--- config.mk ---
export PLATFORM = sky130hd
export DESIGN_NAME = bbbe_exec
export DESIGN_NICKNAME = d
export VERILOG_FILES = /design/src/include/bbbe_pkg.sv /design/src/hdl/bbbe_exec.sv /design/src/hdl/bbbe_cond_eval.sv
export SDC_FILE = /design/constraint.sdc
export NUM_CORES = 1
export LEC_CHECK = 0
export BUFFER_PORTS_ARGS = -buffer_cell sky130_fd_sc_hd__buf_2
export CAP_MARGIN = 20
export CORE_MARGIN = 2
export CORE_UTILIZATION = 30
export DETAILED_ROUTE_END_ITERATION = 8
export GPL_TIMING_DRIVEN = 0
export PLACE_DENSITY_LB_ADDON = 0.1
export SLEW_MARGIN = 20
export SYNTH_ARGS = -nofsm -noshare
export SYNTH_HDL_FRONTEND = slang
export SYNTH_SLANG_ARGS = --single-unit
--- constraint.sdc ---
create_clock -name clock -period 3.8 [get_ports clock]
set_input_delay 0 -clock clock [delete_from_list [all_inputs] [get_ports clock]]
set_output_delay 0 -clock clock [all_outputs]
set_load 0.03 [all_outputs]
--- src/include/bbbe_pkg.sv ---
package bbbe_pkg;
    // Register indices on the plain register port
    localparam logic [3:0] REG_ST0 = 4'h0;
    localparam logic [3:0] REG_ST1 = 4'h1;
    localparam logic [3:0] REG_PMODE = 4'h2;
    localparam logic [3:0] REG_TEMP_REG_ZERO = 4'h3;
    localparam logic [3:0] REG_TEMP_REG_ONE = 4'h4;
    localparam logic [3:0] REG_TEMP_REG_TWO = 4'h5;
    localparam logic [3:0] REG_BLOCK_ADDR_REG = 4'h6;
    localparam logic [3:0] REG_REPEAT_COUNT_REG = 4'h7;
    localparam logic [3:0] REG_PC = 4'h8;
    localparam logic [3:0] REG_PFC = 4'h9;
    localparam logic [3:0] REG_MCS = 4'ha;
    // Field positions and reset values of flag bits
    localparam int ST0_OV_BIT = 0;
    localparam int ST1_TC_BIT = 0;
    localparam int ST1_C_BIT = 1;
    localparam int PMODE_TRM_BIT = 0;
    localparam logic OV_RST = 1'b0;
    localparam logic TC_RST = 1'b0;
    localparam logic C_RST = 1'b0;
    localparam logic TRM_RST = 1'b0;
    // Timing in clock cycles, counting the accept cycle
    localparam logic [2:0] BR_TAKEN_CYC = 3'h4;
    localparam logic [2:0] BR_FALL_CYC = 3'h2;
    localparam logic [2:0] BRD_CYC = 3'h2;
    // Program counter steps and delay-slot size
    localparam logic [15:0] PC_STEP_BR = 16'h0002;
    localparam logic [15:0] PC_STEP_LONG = 16'h0002;
    localparam logic [15:0] PC_STEP_SHORT = 16'h0001;
    localparam logic [1:0] DELAY_WORDS = 2'h2;
    localparam logic [3:0] BIT_MSB = 4'hf;

    typedef enum logic [2:0] {
        OP_OTHER = 3'b000, OP_BR = 3'b001, OP_BRD = 3'b010,
        OP_BITI = 3'b011, OP_BITR = 3'b100, OP_BMOVE = 3'b101
    } bbbe_op_t;
    typedef enum logic [2:0] {
        AC_NONE = 3'b000, AC_ZERO = 3'b001, AC_NZERO = 3'b010, AC_NEG = 3'b011,
        AC_NONPOS = 3'b100, AC_POS = 3'b101, AC_NONNEG = 3'b110
    } bbbe_acc_t;
    // Pin test and test-flag test share one field, so they cannot combine
    typedef enum logic [1:0] {
        TP_NONE = 2'b00, TP_PIN_LOW = 2'b01, TP_TC_CLR = 2'b10, TP_TC_SET = 2'b11
    } bbbe_tp_t;
    typedef struct packed {
        bbbe_acc_t acc;
        logic c_tst;
        logic c_val;
        logic ov_tst;
        logic ov_val;
        bbbe_tp_t tp;
    } bbbe_cond_t;
    typedef struct packed {
        bbbe_op_t op;
        bbbe_cond_t cond;
        logic [15:0] target;
        logic [3:0] bit_code;
        logic [15:0] dma;
        logic ptr_long;
        logic ptr_src;
        logic repeat_prefix;
        logic [1:0] words;
    } bbbe_instr_t;
    typedef struct packed {
        logic req;
        logic [15:0] addr;
        logic discard;
    } bbbe_fetch_t;
    typedef struct packed {
        logic rd;
        logic [15:0] raddr;
        logic wr;
        logic [15:0] waddr;
        logic [15:0] wdata;
    } bbbe_dmem_t;
endpackage : bbbe_pkg

--- src/hdl/bbbe_exec.sv ---
`timescale 1ns/10ps
module bbbe_exec
    import bbbe_pkg::*;
#(
    parameter int ACC_W = 32
) (
    input wire logic clock,
    input wire logic rst_n,
    input wire logic ce,
    input wire logic [3:0] reg_addr,
    input wire logic [15:0] reg_wdata,
    input wire logic reg_wr,
    input wire logic reg_rd,
    output logic [15:0] reg_rdata,
    input wire logic instr_valid,
    input wire bbbe_instr_t instr,
    output logic instr_ready,
    input wire logic [ACC_W-1:0] acc,
    input wire logic ext_pin_input,
    input wire logic [15:0] dm_rdata,
    output bbbe_dmem_t dm_req,
    output bbbe_fetch_t fetch,
    output logic [15:0] pc_out,
    output logic int_hold
);
    typedef enum logic [2:0] {
        ST_IDLE = 3'b000, ST_BR = 3'b001, ST_BT = 3'b010, ST_BMR = 3'b011, ST_BMD = 3'b100
    } bbbe_st_t;

    typedef struct packed {
        bbbe_st_t st;
        bbbe_instr_t ins;
        logic [15:0] pc;
        logic [2:0] cnt;
        logic taken;
        logic spec;
        logic pend;
        logic pend_taken;
        logic [15:0] pend_tgt;
        logic [1:0] dcnt;
        logic ov;
        logic tc;
        logic carry;
        logic temp_broadcast_mode;
        logic [15:0] temp_reg_zero;
        logic [15:0] temp_reg_one;
        logic [15:0] temp_reg_two;
        logic [15:0] block_addr_reg;
        logic [15:0] repeat_count_reg;
        logic [15:0] fetch_addr_ctr;
        logic [15:0] saved_fetch_ctr;
        logic rd_seen;
        logic [15:0] dst_q1;
        logic [15:0] dst_q2;
        logic ready;
        logic int_hold;
        logic [15:0] rdata;
        bbbe_fetch_t fetch;
        bbbe_dmem_t dm;
    } bbbe_state_t;

    bbbe_state_t q;
    bbbe_state_t d;
    logic taken_c;
    logic fire;

    // Bit position counts down from the top of the word
    function automatic logic bbbe_pick_bit(input logic [15:0] word, input logic [3:0] code);
        logic [3:0] pos;
        pos = BIT_MSB - code;
        return word[pos];
    endfunction : bbbe_pick_bit

    // Saturating delay-slot word counter
    function automatic logic [1:0] bbbe_add_words(input logic [1:0] a, input logic [1:0] b);
        logic [2:0] s;
        s = {1'b0, a} + {1'b0, b};
        return (s > 3'(DELAY_WORDS)) ? DELAY_WORDS : s[1:0];
    endfunction : bbbe_add_words

    // Condition uses the flags as they stand in the accept cycle
    bbbe_cond_eval #(
        .ACC_W(ACC_W)
    ) u_cond (
        .cond(instr.cond),
        .acc(acc),
        .carry(q.carry),
        .ov(q.ov),
        .tc(q.tc),
        .pin(ext_pin_input),
        .taken(taken_c)
    );

    assign fire = instr_valid && q.ready;
    assign reg_rdata = q.rdata;
    assign instr_ready = q.ready;
    assign dm_req = q.dm;
    assign fetch = q.fetch;
    assign pc_out = q.pc;
    assign int_hold = q.int_hold;

    // Next-state logic for the whole block
    always_comb begin
        d = q;
        d.rdata = '0;
        d.fetch.req = 1'b0;
        d.fetch.discard = 1'b0;
        d.dm.rd = 1'b0;
        d.dm.wr = 1'b0;
        d.rd_seen = q.dm.rd;
        d.dst_q2 = q.dst_q1;
        // Register port reads answer in the next cycle only
        if (reg_rd) begin
            case (reg_addr)
                REG_ST0: d.rdata[ST0_OV_BIT] = q.ov;
                REG_ST1: begin
                    d.rdata[ST1_TC_BIT] = q.tc;
                    d.rdata[ST1_C_BIT] = q.carry;
                end
                REG_PMODE: d.rdata[PMODE_TRM_BIT] = q.temp_broadcast_mode;
                REG_TEMP_REG_ZERO: d.rdata = q.temp_reg_zero;
                REG_TEMP_REG_ONE: d.rdata = q.temp_reg_one;
                REG_TEMP_REG_TWO: d.rdata = q.temp_reg_two;
                REG_BLOCK_ADDR_REG: d.rdata = q.block_addr_reg;
                REG_REPEAT_COUNT_REG: d.rdata = q.repeat_count_reg;
                REG_PC: d.rdata = q.pc;
                REG_PFC: d.rdata = q.fetch_addr_ctr;
                REG_MCS: d.rdata = q.saved_fetch_ctr;
                default: d.rdata = '0;
            endcase
        end
        // Software writes first, so hardware updates below win the same cycle
        if (reg_wr) begin
            case (reg_addr)
                REG_ST0: d.ov = reg_wdata[ST0_OV_BIT];
                REG_ST1: begin
                    d.tc = reg_wdata[ST1_TC_BIT];
                    d.carry = reg_wdata[ST1_C_BIT];
                end
                REG_PMODE: d.temp_broadcast_mode = reg_wdata[PMODE_TRM_BIT];
                REG_TEMP_REG_ZERO: begin
                    d.temp_reg_zero = reg_wdata;
                    if (!q.temp_broadcast_mode) begin
                        d.temp_reg_one = reg_wdata;
                        d.temp_reg_two = reg_wdata;
                    end
                end
                REG_TEMP_REG_ONE: d.temp_reg_one = reg_wdata;
                REG_TEMP_REG_TWO: d.temp_reg_two = reg_wdata;
                REG_BLOCK_ADDR_REG: d.block_addr_reg = reg_wdata;
                REG_REPEAT_COUNT_REG: d.repeat_count_reg = reg_wdata;
                default: d.ov = q.ov;
            endcase
        end
        // Write side of the block move follows each read by two cycles
        if (q.rd_seen && (q.st == ST_BMR || q.st == ST_BMD)) begin
            d.dm.wr = 1'b1;
            d.dm.waddr = q.dst_q2;
            d.dm.wdata = dm_rdata;
        end
        case (q.st)
            ST_IDLE: begin
                if (q.pend && q.dcnt >= DELAY_WORDS) begin
                    // Both delay-slot words have gone by
                    if (q.pend_taken) d.pc = q.pend_tgt;
                    d.pend = 1'b0;
                end else if (fire) begin
                    d.ins = instr;
                    if (q.pend) d.dcnt = bbbe_add_words(q.dcnt, instr.words);
                    case (instr.op)
                        OP_BR, OP_BRD: begin
                            d.taken = taken_c;
                            d.st = ST_BR;
                            if (instr.op == OP_BRD) begin
                                d.cnt = BRD_CYC - 3'h2;
                            end else begin
                                d.cnt = (taken_c ? BR_TAKEN_CYC : BR_FALL_CYC) - 3'h2;
                                d.fetch.req = 1'b1;
                                d.fetch.addr = q.pc + PC_STEP_BR;
                                d.spec = 1'b1;
                            end
                        end
                        OP_BITI, OP_BITR: begin
                            d.dm.rd = 1'b1;
                            d.dm.raddr = instr.dma;
                            d.st = ST_BT;
                        end
                        OP_BMOVE: begin
                            d.saved_fetch_ctr = q.fetch_addr_ctr;
                            d.fetch_addr_ctr = instr.ptr_long ? instr.target : q.block_addr_reg;
                            d.pc = q.pc + (instr.ptr_long ? PC_STEP_LONG : PC_STEP_SHORT);
                            d.int_hold = instr.repeat_prefix;
                            d.st = ST_BMR;
                        end
                        default: d.pc = q.pc + {14'h0000, instr.words};
                    endcase
                end
            end
            ST_BR: begin
                if (q.spec) begin
                    d.fetch.req = 1'b1;
                    d.fetch.addr = q.fetch.addr + PC_STEP_SHORT;
                    d.spec = 1'b0;
                end
                if (q.cnt != 3'h0) begin
                    d.cnt = q.cnt - 3'h1;
                end else begin
                    d.st = ST_IDLE;
                    if (q.ins.op == OP_BRD) begin
                        // Transfer waits for the two delay-slot words
                        d.pend = 1'b1;
                        d.pend_taken = q.taken;
                        d.pend_tgt = q.ins.target;
                        d.dcnt = 2'h0;
                        d.pc = q.pc + PC_STEP_BR;
                    end else if (q.taken) begin
                        d.pc = q.ins.target;
                        d.fetch.discard = 1'b1;
                    end else begin
                        d.pc = q.pc + PC_STEP_BR;
                    end
                end
            end
            ST_BT: begin
                if (q.rd_seen) begin
                    d.tc = bbbe_pick_bit(dm_rdata, (q.ins.op == OP_BITI) ? q.ins.bit_code
                        : q.temp_reg_two[3:0]);
                    d.pc = q.pc + PC_STEP_SHORT;
                    d.st = ST_IDLE;
                end
            end
            ST_BMR: begin
                // One read per cycle; the fetch counter is the pointer side
                d.dm.rd = 1'b1;
                d.dm.raddr = q.ins.ptr_src ? q.fetch_addr_ctr : q.ins.dma;
                d.dst_q1 = q.ins.ptr_src ? q.ins.dma : q.fetch_addr_ctr;
                if (q.ins.repeat_prefix && q.repeat_count_reg != 16'h0000) begin
                    d.repeat_count_reg = q.repeat_count_reg - 16'h0001;
                    d.fetch_addr_ctr = q.fetch_addr_ctr + PC_STEP_SHORT;
                end else begin
                    d.st = ST_BMD;
                end
            end
            ST_BMD: begin
                if (!q.dm.rd && !q.rd_seen) begin
                    d.fetch_addr_ctr = q.saved_fetch_ctr;
                    d.int_hold = 1'b0;
                    d.st = ST_IDLE;
                end
            end
            default: d.st = ST_IDLE;
        endcase
        d.ready = (d.st == ST_IDLE) && !(d.pend && d.dcnt >= DELAY_WORDS);
    end

    // State register; clock enable freezes everything
    always_ff @(posedge clock) begin
        if (!rst_n) begin
            q <= '0;
            q.ov <= OV_RST;
            q.tc <= TC_RST;
            q.carry <= C_RST;
            q.temp_broadcast_mode <= TRM_RST;
        end else if (ce) begin
            q <= d;
        end
    end

    // Checks below assume ce is held high
    a_br_taken_pc: assert property (@(posedge clock) disable iff (!rst_n)
        (fire && instr.op == OP_BR && taken_c) |-> ##4 (q.pc == $past(instr.target, 4) && q.ready))
        else $error("taken branch did not reach target in four cycles");
    a_br_fall_pc: assert property (@(posedge clock) disable iff (!rst_n)
        (fire && instr.op == OP_BR && !taken_c) |-> ##2 (q.pc == $past(q.pc, 2) + PC_STEP_BR))
        else $error("untaken branch did not advance by two in two cycles");
    a_cond_carry_and: assert property (@(posedge clock) disable iff (!rst_n)
        (fire && instr.op == OP_BR && instr.cond.c_tst && q.carry != instr.cond.c_val)
        |-> !taken_c ##2 q.pc == $past(q.pc, 2) + PC_STEP_BR)
        else $error("branch taken with a failing carry condition");
    a_brd_delay: assert property (@(posedge clock) disable iff (!rst_n)
        (fire && instr.op == OP_BRD && !q.pend) |-> ##2 (q.pend && q.dcnt == 2'h0 && q.ready))
        else $error("delayed branch did not open its delay slots");
    a_spec_fetch: assert property (@(posedge clock) disable iff (!rst_n)
        (fire && instr.op == OP_BR) |=> (fetch.req && fetch.addr == $past(q.pc) + PC_STEP_BR)
        ##1 (fetch.req && fetch.addr == $past(q.pc, 2) + PC_STEP_LONG + PC_STEP_SHORT))
        else $error("speculative fetch of two words missing");
    a_bit_imm_tc: assert property (@(posedge clock) disable iff (!rst_n)
        (q.st == ST_BT && q.rd_seen && q.ins.op == OP_BITI)
        |=> q.tc == $past(dm_rdata[4'hf - q.ins.bit_code]))
        else $error("immediate bit test stored the wrong bit");
    a_bit_reg_tc: assert property (@(posedge clock) disable iff (!rst_n)
        (q.st == ST_BT && q.rd_seen && q.ins.op == OP_BITR)
        |=> (q.tc == $past(dm_rdata[4'hf - q.temp_reg_two[3:0]]) && q.pc == $past(q.pc) + 16'h0001))
        else $error("register bit test stored the wrong bit");
    a_treg_bcast: assert property (@(posedge clock) disable iff (!rst_n)
        (reg_wr && reg_addr == REG_TEMP_REG_ZERO && !q.temp_broadcast_mode)
        |=> (q.temp_reg_one == $past(reg_wdata) && q.temp_reg_two == $past(reg_wdata)))
        else $error("temp zero load was not broadcast");
    a_bm_ptr_step: assert property (@(posedge clock) disable iff (!rst_n)
        (q.st == ST_BMR && q.ins.repeat_prefix && q.repeat_count_reg != 16'h0000)
        |=> (q.dm.rd && q.fetch_addr_ctr == $past(q.fetch_addr_ctr) + 16'h0001 && q.repeat_count_reg == $past(q.repeat_count_reg) - 16'h0001))
        else $error("repeated move pointer did not step once per word");
    a_bm_hold: assert property (@(posedge clock) disable iff (!rst_n)
        ((q.st == ST_BMR || q.st == ST_BMD) && q.ins.repeat_prefix) |-> int_hold)
        else $error("interrupts not held during repeated move");
    a_bm_restore: assert property (@(posedge clock) disable iff (!rst_n)
        (q.st == ST_BMD && !q.dm.rd && !q.rd_seen) |=> (q.fetch_addr_ctr == $past(q.saved_fetch_ctr) && !int_hold))
        else $error("fetch counter not restored after block move");
    a_br_discard: assert property (@(posedge clock) disable iff (!rst_n)
        (fire && instr.op == OP_BR && taken_c) |-> ##4 (fetch.discard && !fetch.req))
        else $error("speculative words not dropped on a taken branch");
    a_bit_imm_pc: assert property (@(posedge clock) disable iff (!rst_n)
        (fire && instr.op == OP_BITI) |-> ##3 (q.pc == $past(q.pc, 3) + PC_STEP_SHORT && q.ready))
        else $error("immediate bit test did not advance by one");
    a_bm_save_ctr: assert property (@(posedge clock) disable iff (!rst_n)
        (fire && instr.op == OP_BMOVE) |=> (q.saved_fetch_ctr == $past(q.fetch_addr_ctr) && int_hold == $past(instr.repeat_prefix)))
        else $error("fetch counter not saved at block move start");
    a_bm_word_cnt: assert property (@(posedge clock) disable iff (!rst_n)
        (fire && instr.op == OP_BMOVE)
        |=> (q.pc == $past(q.pc) + ($past(instr.ptr_long) ? PC_STEP_LONG : PC_STEP_SHORT)))
        else $error("block move did not step the counter by its word count");
endmodule : bbbe_exec

--- src/hdl/bbbe_cond_eval.sv ---
`timescale 1ns/10ps
module bbbe_cond_eval
    import bbbe_pkg::*;
#(
    parameter int ACC_W = 32
) (
    input wire bbbe_cond_t cond,
    input wire logic [ACC_W-1:0] acc,
    input wire logic carry,
    input wire logic ov,
    input wire logic tc,
    input wire logic pin,
    output logic taken
);
    logic zero;
    logic neg;
    logic acc_ok;
    logic tp_ok;

    // Every listed condition must hold; an empty list is unconditional
    always_comb begin
        zero = (acc == '0);
        neg = acc[ACC_W-1];
        case (cond.acc)
            AC_NONE: acc_ok = 1'b1;
            AC_ZERO: acc_ok = zero;
            AC_NZERO: acc_ok = !zero;
            AC_NEG: acc_ok = neg;
            AC_NONPOS: acc_ok = neg || zero;
            AC_POS: acc_ok = !neg && !zero;
            AC_NONNEG: acc_ok = !neg;
            default: acc_ok = 1'b0;
        endcase
        case (cond.tp)
            TP_NONE: tp_ok = 1'b1;
            TP_PIN_LOW: tp_ok = !pin;
            TP_TC_CLR: tp_ok = !tc;
            TP_TC_SET: tp_ok = tc;
            default: tp_ok = 1'b0;
        endcase
        taken = acc_ok && tp_ok && (!cond.c_tst || (carry == cond.c_val))
            && (!cond.ov_tst || (ov == cond.ov_val));
    end
endmodule : bbbe_cond_eval

==> results of run 1 <==
-- through the flow --
stage,total power [µW],worst slack (ps)
6_report,8310,256
5_1_grt,8580,36.1
4_1_cts,8370,135
3_5_place_dp,4420,107
3_3_place_gp,4410,86.2
2_1_floorplan,3990,1030
-- sequential cells by signal, summed over array words and instances, names as in the netlist --
| name | cells |
|---|---|
| q | 202 |
| pc_out | 16 |
| dm_req | 50 |
| int_hold | 1 |
| reg_rdata | 16 |
| d | 16 |
| fetch | 18 |
| instr_ready | 1 |
-- placed cells by master, fill, tap and decap left out, drive strengths merged, types with 63 or more instances in the layout --
cell type | netlist | final
dlygate4sd3 | 0 | 79
a22oi | 63 | 63
o21ai | 106 | 106
dfxtp | 320 | 320
buf | 122 | 349
nand2 | 365 | 365
clkbuf | 154 | 211
a21oi | 241 | 241
mux2i | 111 | 111
nor2 | 200 | 200
-- cells by family (layout without fill, tap and decap cells) --
| logic type | Yosys count | count (layout) |
|---|---|---|
| buffers and inverters | 302 | 682 |
| AOI/OAI and AO/OA | 615 | 615 |
| xor gates and xnor gates | 48 | 48 |
| muxes | 118 | 118 |
| adders and majority gates | 12 | 12 |
| and+or+nand+nor | 772 | 772 |
| other | 0 | 4 |
| DFF | 320 | 320 |
-- cell type report --
cell class | count | area (µm²) | area share [%]
flip-flops and latches | 320 | 6410 | 30.1
repair buffers | 306 | 1930 | 9.07
clock buffers | 57 | 1200 | 5.62
diodes | 4 | 10.0 | 0.0470
plain buffers | 276 | 1460 | 6.86
multi-input cells | 1565 | 9140 | 42.9
well taps | 756 | 946 | 4.44
clock inverters | 17 | 121 | 0.569
inverters | 26 | 97.6 | 0.458
-- worst paths after layout --
path,from,endpoint,slack [ps]
max,q[330],q[151],260
min,reg_addr[3],reg_rdata[1],30
max reg2reg,q[330],q[151],260
min reg2reg,dm_req[11],dm_req[11],450
-- worst max-delay path, delay by kind of cell, from the launching register on --
family | cells | cell delay [ps]
AO/OA/AOI/OAI | 2 | 560
buffers and inverters | 3 | 1190
flip-flops | 1 | 300
AND/OR/NAND/NOR | 4 | 1350
-- per-layer routing --
metal	routed length [µm]	track usage, %	vias up
met2	35700	41.4	772
met3	5740	4.28	164
li1	-	-	8408
met4	3480	11.9	0
met5	0	0	-
met1	34100	34.2	8849
-- what timing repair did --
| action | in CTS | in global routing |
|---|---|---|
| setup endpoints to repair | 0 | 2 |
| hold buffers | 79 | 0 |
| endpoints found under the hold margin | 159 | 0 |
| gates resized for setup | 0 | 4 |
-- where the power goes --
part	switching, µW	total, µW	internal (µW)
sequential	62.0	3470	3410
combinational	644	962	317
clock	1610	3880	2270
total	2320	8310	5990
==> key figures, run 1 <==
Worst setup path
  • Crit path max fanout: 10
  • Worst Reg-to-Reg Cells: 9
  • Arr. time, crit path: 3980 ps
  • CP max stage delay: 720 ps
  • Slowest cell on crit path: nor2_1
  • Crit path kind: register to register
  • Crit. End Element: register
  • Critical-path cell list: clkbuf_1, clkbuf_1, nand3b_1, nor2_1, a32o_1, clkbuf_1, nor2_1, a221oi_1, nor2_1
  • CP Launch Type: register
  • Crit path required time: 4240 ps

Yosys
  • Largest family of logic cells by synthesized area: compound AO/OA/AOI/OAI gates
  • Yosys top cell area share: 37.5%
  • Ys Warns: 0
  • Synth async-reset ratio: 0%
  • Synthesized flop and latch total: 320
  • Synth Area in Adders: 0.967%
  • Synth area leaders: dfxtp_1, nand2_1, a21oi_1, mux2i_1, buf_4
  • Post-Synth XOR/XNOR Area: 2.46%
  • Register area share after synthesis: 37.5%
  • Number of distinct library cells after synthesis: 85
  • Multiplexer share of the synthesized area: 7.03%
  • Post-synthesis compound-gate area fraction: 22.8%
  • Average cell area after synthesis: 7.81 µm²
  • Post-Syn Instances: 2187
  • Main synth FF type: dfxtp_1
  • Post-synth EDFFs: 0
  • Net Count, Synth: 2327
  • Cell area after synthesis: 17100 µm²
  • Most frequent cell after synthesis: nand2_1
  • Simple logic cell fraction of the synthesized area: 20.1%
  • Commonest cells post-synth: nand2_1, dfxtp_1, a21oi_1, nor2_1, clkbuf_1
  • Synth area leader: dfxtp_1

Layout
  • Share of cells above drive strength 1: 17.5%
  • Final core occ: 37.8%
  • Area grow syn2layout: 24.8%
  • Nets: 2676
  • Design Area, Final: 21300 µm²
  • # fillers: 6077
  • Fin cells: 3327

Floorplanning
  • # IOs: 230
  • Core Rows: 87
  • Die height: 243 µm
  • Starting Density: 30.3%
  • Die area: 58900 µm²
  • DIE WIDTH: 243 µm
  • Core region area: 56400 µm²

Clock tree
  • CTS buffer count: 41
  • H-tree levels: 2
  • TritonCTS clock tree: done
  • Clock sinks: 320
  • Clock Latency Late Sink: 580 ps
  • Root Driver: clkbuf_16
  • Max Buffers Root-to-Sink: 3
  • Setup Fix Bufs, Post-CTS: 0
  • Clock transition at path regs: 60 ps

Timing
  • Max Slew Vio Count: 0
  • Setup TNS: 0 ps
  • Min cycle time layout: 3540 ps
  • Fmax: 0.282 GHz
  • Final-report hold violation count: 0
  • Period Utilization, post-route: 93.3%
  • Clock Skew: 14.4 ps
  • Worst-Margin Slew: 1150 ps
  • Unrepaired setup endpoints after global routing: no
  • Hold slack: 26.0 ps
  • Final setup viols: 0
  • Slew margin rel.: 23.1%

Route
  • Avg Vias per Cell: 5.47
  • 1st-iter DRT viols: 1614
  • Remaining DRCs: 0
  • WL per Instance: 23.7 µm
  • Remaining antenna violation count: 0
  • Vias: 18193
  • DRT Pass-1 Iters: 7
  • Final WL: 79000 µm

Placement
  • Placed insts: 3170
  • GP Congestion: 0.951
  • Dpl hpwl: 60600 µm
  • DP Area: 19200 µm²
  • Number of port buffers: 225

GRT
  • Largest net degree at the start of global routing: 13
  • Grt total ovfl: 0
  • Total global-route track usage: 25.9%
  • Vias in the first global route: 17308
  • First-pass GRT wire length: 114000 µm
  • Initial antenna violation count: 4

Run status
  • Status: finished clean

Worst hold path
  • Hold path cells: 3
  • Hold Path Class: input pin to register

Job
  • Max-Cap Viols: 0

Pwr
  • Max IR drop VDD: 0.000267 V
  • Power per cell area: 390 nW/µm²
  • Leak: 0.00815 µW
Note: power is estimated with default switching activity, not from simulation.
==> run 2: changes to the inputs <==
--- a/config.mk
+++ b/config.mk
@@ -5,6 +5,7 @@
 export SDC_FILE = /design/constraint.sdc
 export NUM_CORES = 1
 export LEC_CHECK = 0
+export ABC_AREA = 1
 export BUFFER_PORTS_ARGS = -buffer_cell sky130_fd_sc_hd__buf_2
 export CAP_MARGIN = 20
 export CORE_MARGIN = 2
==> run 2 against run 1 <==
First-iteration DRC count is 8.4% higher. Register-to-register slack improved by 860 ps. Clock-buffer cell count grew 1. Global-route usage grew 0.068 points. Sequential cell count did not move. Critical endpoint is now pc_out[14].
==> key figures, run 2 <==
Timing
  • Setup TNS: 0 ps
  • Final setup viols: 0
  • Min cycle time layout: 3200 ps
  • Fmax: 0.313 GHz
  • Slew margin rel.: 21.5%
  • Final-report hold violation count: 0
  • Worst-Margin Slew: 1180 ps
  • Period Utilization, post-route: 84.1%
  • Setup ws final: 603 ps
  • Unrepaired setup endpoints after global routing: no
  • Hold slack: 31.9 ps
  • Clock Skew: 20.8 ps
  • Max Slew Vio Count: 0

Clock tree
  • Root Driver: clkbuf_16
  • TritonCTS clock tree: done
  • H-tree levels: 2
  • Clock Latency Late Sink: 580 ps
  • Max Buffers Root-to-Sink: 3
  • CTS buffer count: 40
  • CTS resizes: 0
  • Clock transition at path regs: 60 ps
  • Clock sinks: 320

Layout
  • # fillers: 6288
  • Area occupied by multi-input gates: 8670 µm²
  • Design Area, Final: 21800 µm²
  • Most flop-heavy register: q
  • Most common cell after layout, fill and taps aside: nand2_1
  • Commonest non-fill, non-tap cells in the layout: nand2_1, o21ai_0, dfxtp_1, nor2_1, buf_2
  • Max reg flops: 202
  • Area grow syn2layout: 25.4%
  • Fin cells: 3730
  • FF+latch area: 6410 µm²
  • Nets: 3073
  • Share of cells above drive strength 1: 16.3%

Placement
  • Pre-CTS WS: 678 ps
  • Number of port buffers: 229
  • Dpl hpwl: 61500 µm
  • Placed insts: 3566
  • DP Area: 19500 µm²
  • GP Congestion: 0.984

Yosys
  • Simple logic cell fraction of the synthesized area: 22.7%
  • Synth Area in Adders: 0.951%
  • Cell area after synthesis: 17400 µm²
  • Average cell area after synthesis: 6.75 µm²
  • Synth area leaders: dfxtp_1, o21ai_0, nand2_1, a21oi_1, nor2_1
  • Post-synthesis compound-gate area fraction: 24.5%
  • Ys Warns: 0
  • Synth area leader: dfxtp_1
  • Number of distinct library cells after synthesis: 52
  • Commonest cells post-synth: nand2_1, o21ai_0, dfxtp_1, nor2_1, a21oi_1
  • Multiplexer share of the synthesized area: 0%
  • Register area share after synthesis: 36.9%
  • Most frequent cell after synthesis: nand2_1
  • Synthesized flop and latch total: 320
  • Net Count, Synth: 2711
  • Yosys top cell area share: 36.9%
  • Post-synth EDFFs: 0
  • Synth async-reset ratio: 0%
  • Main synth FF type: dfxtp_1
  • Post-Syn Instances: 2571
  • Largest family of logic cells by synthesized area: compound AO/OA/AOI/OAI gates
  • Post-Synth XOR/XNOR Area: 1.77%

GRT
  • Largest net degree at the start of global routing: 12
  • Total global-route track usage: 26.0%
  • First-pass GRT wire length: 116000 µm
  • Vias in the first global route: 18136
  • Initial antenna violation count: 4
  • Grt total ovfl: 0

Route
  • Routed wl met3: 4960 µm
  • Highest routed metal layer: met5
  • WL per Instance: 21.2 µm
  • Vias: 18945
  • Final WL: 79200 µm
  • WL met2: 35800 µm
  • Avg Vias per Cell: 5.08
  • Remaining DRCs: 0
  • Remaining antenna violation count: 0
  • DRT Pass-1 Iters: 7
  • 1st-iter DRT viols: 1749
  • Met1 WL: 35900 µm

Worst setup path
  • Crit. End Element: register
  • Arr. time, crit path: 3670 ps
  • Crit path max fanout: 10
  • CP Launch Type: input pin
  • Crit path required time: 4270 ps
  • Crit path kind: input pin to register

Pwr
  • Max IR drop VDD: 0.000275 V
  • Leak: 0.00904 µW
  • Power per cell area: 399 nW/µm²

Floorplanning
  • Core region area: 57500 µm²
  • DIE WIDTH: 245 µm
  • Starting Density: 30.2%
  • Die height: 245 µm
  • Die area: 59800 µm²
  • # IOs: 230
  • Core Rows: 88

Worst hold path
  • Hold Path Class: input pin to register

Job
  • Max-Cap Viols: 0

Run status
  • Status: finished clean
-- run 2: changes by cell type after synthesis, sizes merged, moves of 22 or more --
| cell | change |
|---|---|
| o21ai | +264 |
| inv | +220 |
| nor2 | +115 |
| mux2i | -111 |
| nand2 | +73 |
| nand3 | +67 |
| a22oi | -62 |
| clkbuf | -56 |
| a211oi | -32 |
| o211ai | +31 |
| o22ai | +29 |
| nor4 | -22 |
-- run 2: per-stage QoR --
stage          utilization, %  power [µW]
2_1_floorplan               -        4160
3_3_place_gp             33.9        4630
3_5_place_dp             33.9        4630
4_1_cts                  37.9        8760
5_1_grt                  37.9        9010
6_report                 37.9        8700
-- run 2: layer usage --
layer / vias to the layer above / global-route usage [%]
met5: - / 0
met4: 2 / 9.24
met3: 135 / 3.73
met2: 643 / 41.8
met1: 8932 / 35.3
li1: 9233 / -
-- run 2: worst paths after layout --
| path | startpoint | endpoint | slack, ps | cells after the start |
|---|---|---|---|---|
| worst min-delay path | instr[43] | q[258] | 30 | 5 |
| worst max register to register | pc_out[1] | pc_out[14] | 1120 | 12 |
| worst min register to register | dm_req[30] | dm_req[30] | 440 | 2 |
| worst max-delay path | instr[4] | pc_out[14] | 600 | 20 |
-- run 2: final cells by class --
class	instances	share of cell area, %
buffer	239	6.22
inverter	250	4.32
timing repair buffer	320	9.47
clock inverter	13	0.793
sequential	320	29.4
antenna	3	0.0345
clock buffer	58	5.51
tap	765	4.40
multi-input combinational	1762	39.8
-- run 2: what timing repair did --
item,4_1_cts,5_1_grt
hold buffers,90,0
hold endpoints to repair,159,0
setup buffers,0,0
-- run 2: cell families after synthesis --
| logic type | after synthesis |
|---|---|
| AO/OA/AOI/OAI | 773 |
| buffers and inverters | 489 |
| AND/OR/NAND/NOR | 942 |
| adder cells (fa/ha/maj) | 12 |
| flip-flops | 320 |
| XOR/XNOR | 35 |
-- run 2: power by group --
| part | total (µW) | leakage [µW] | internal (µW) | switching (µW) |
|---|---|---|---|---|
| Clock | 4040 | 0.000684 | 2460 | 1580 |
| Combinational | 1120 | 0.00576 | 360 | 756 |
| Sequential | 3540 | 0.00259 | 3440 | 99.4 |
| Total | 8700 | 0.00904 | 6260 | 2440 |
-- run 2: worst max-delay path: stages --
cell	delay (ps)
dlygate4sd3_1	530
buf_2	160
inv_1	80
clkbuf_1	520
nor2_1	140
o21bai_1	210
inv_1	70
ha_1	160
inv_1	60
fa_1	400
nor2_1	280
nand2_1	150
nor2_1	260
nand2_1	110
nor2_1	100
o21ai_0	90
nand2_1	70
nand3_1	70
o21ai_0	150
inv_1	50
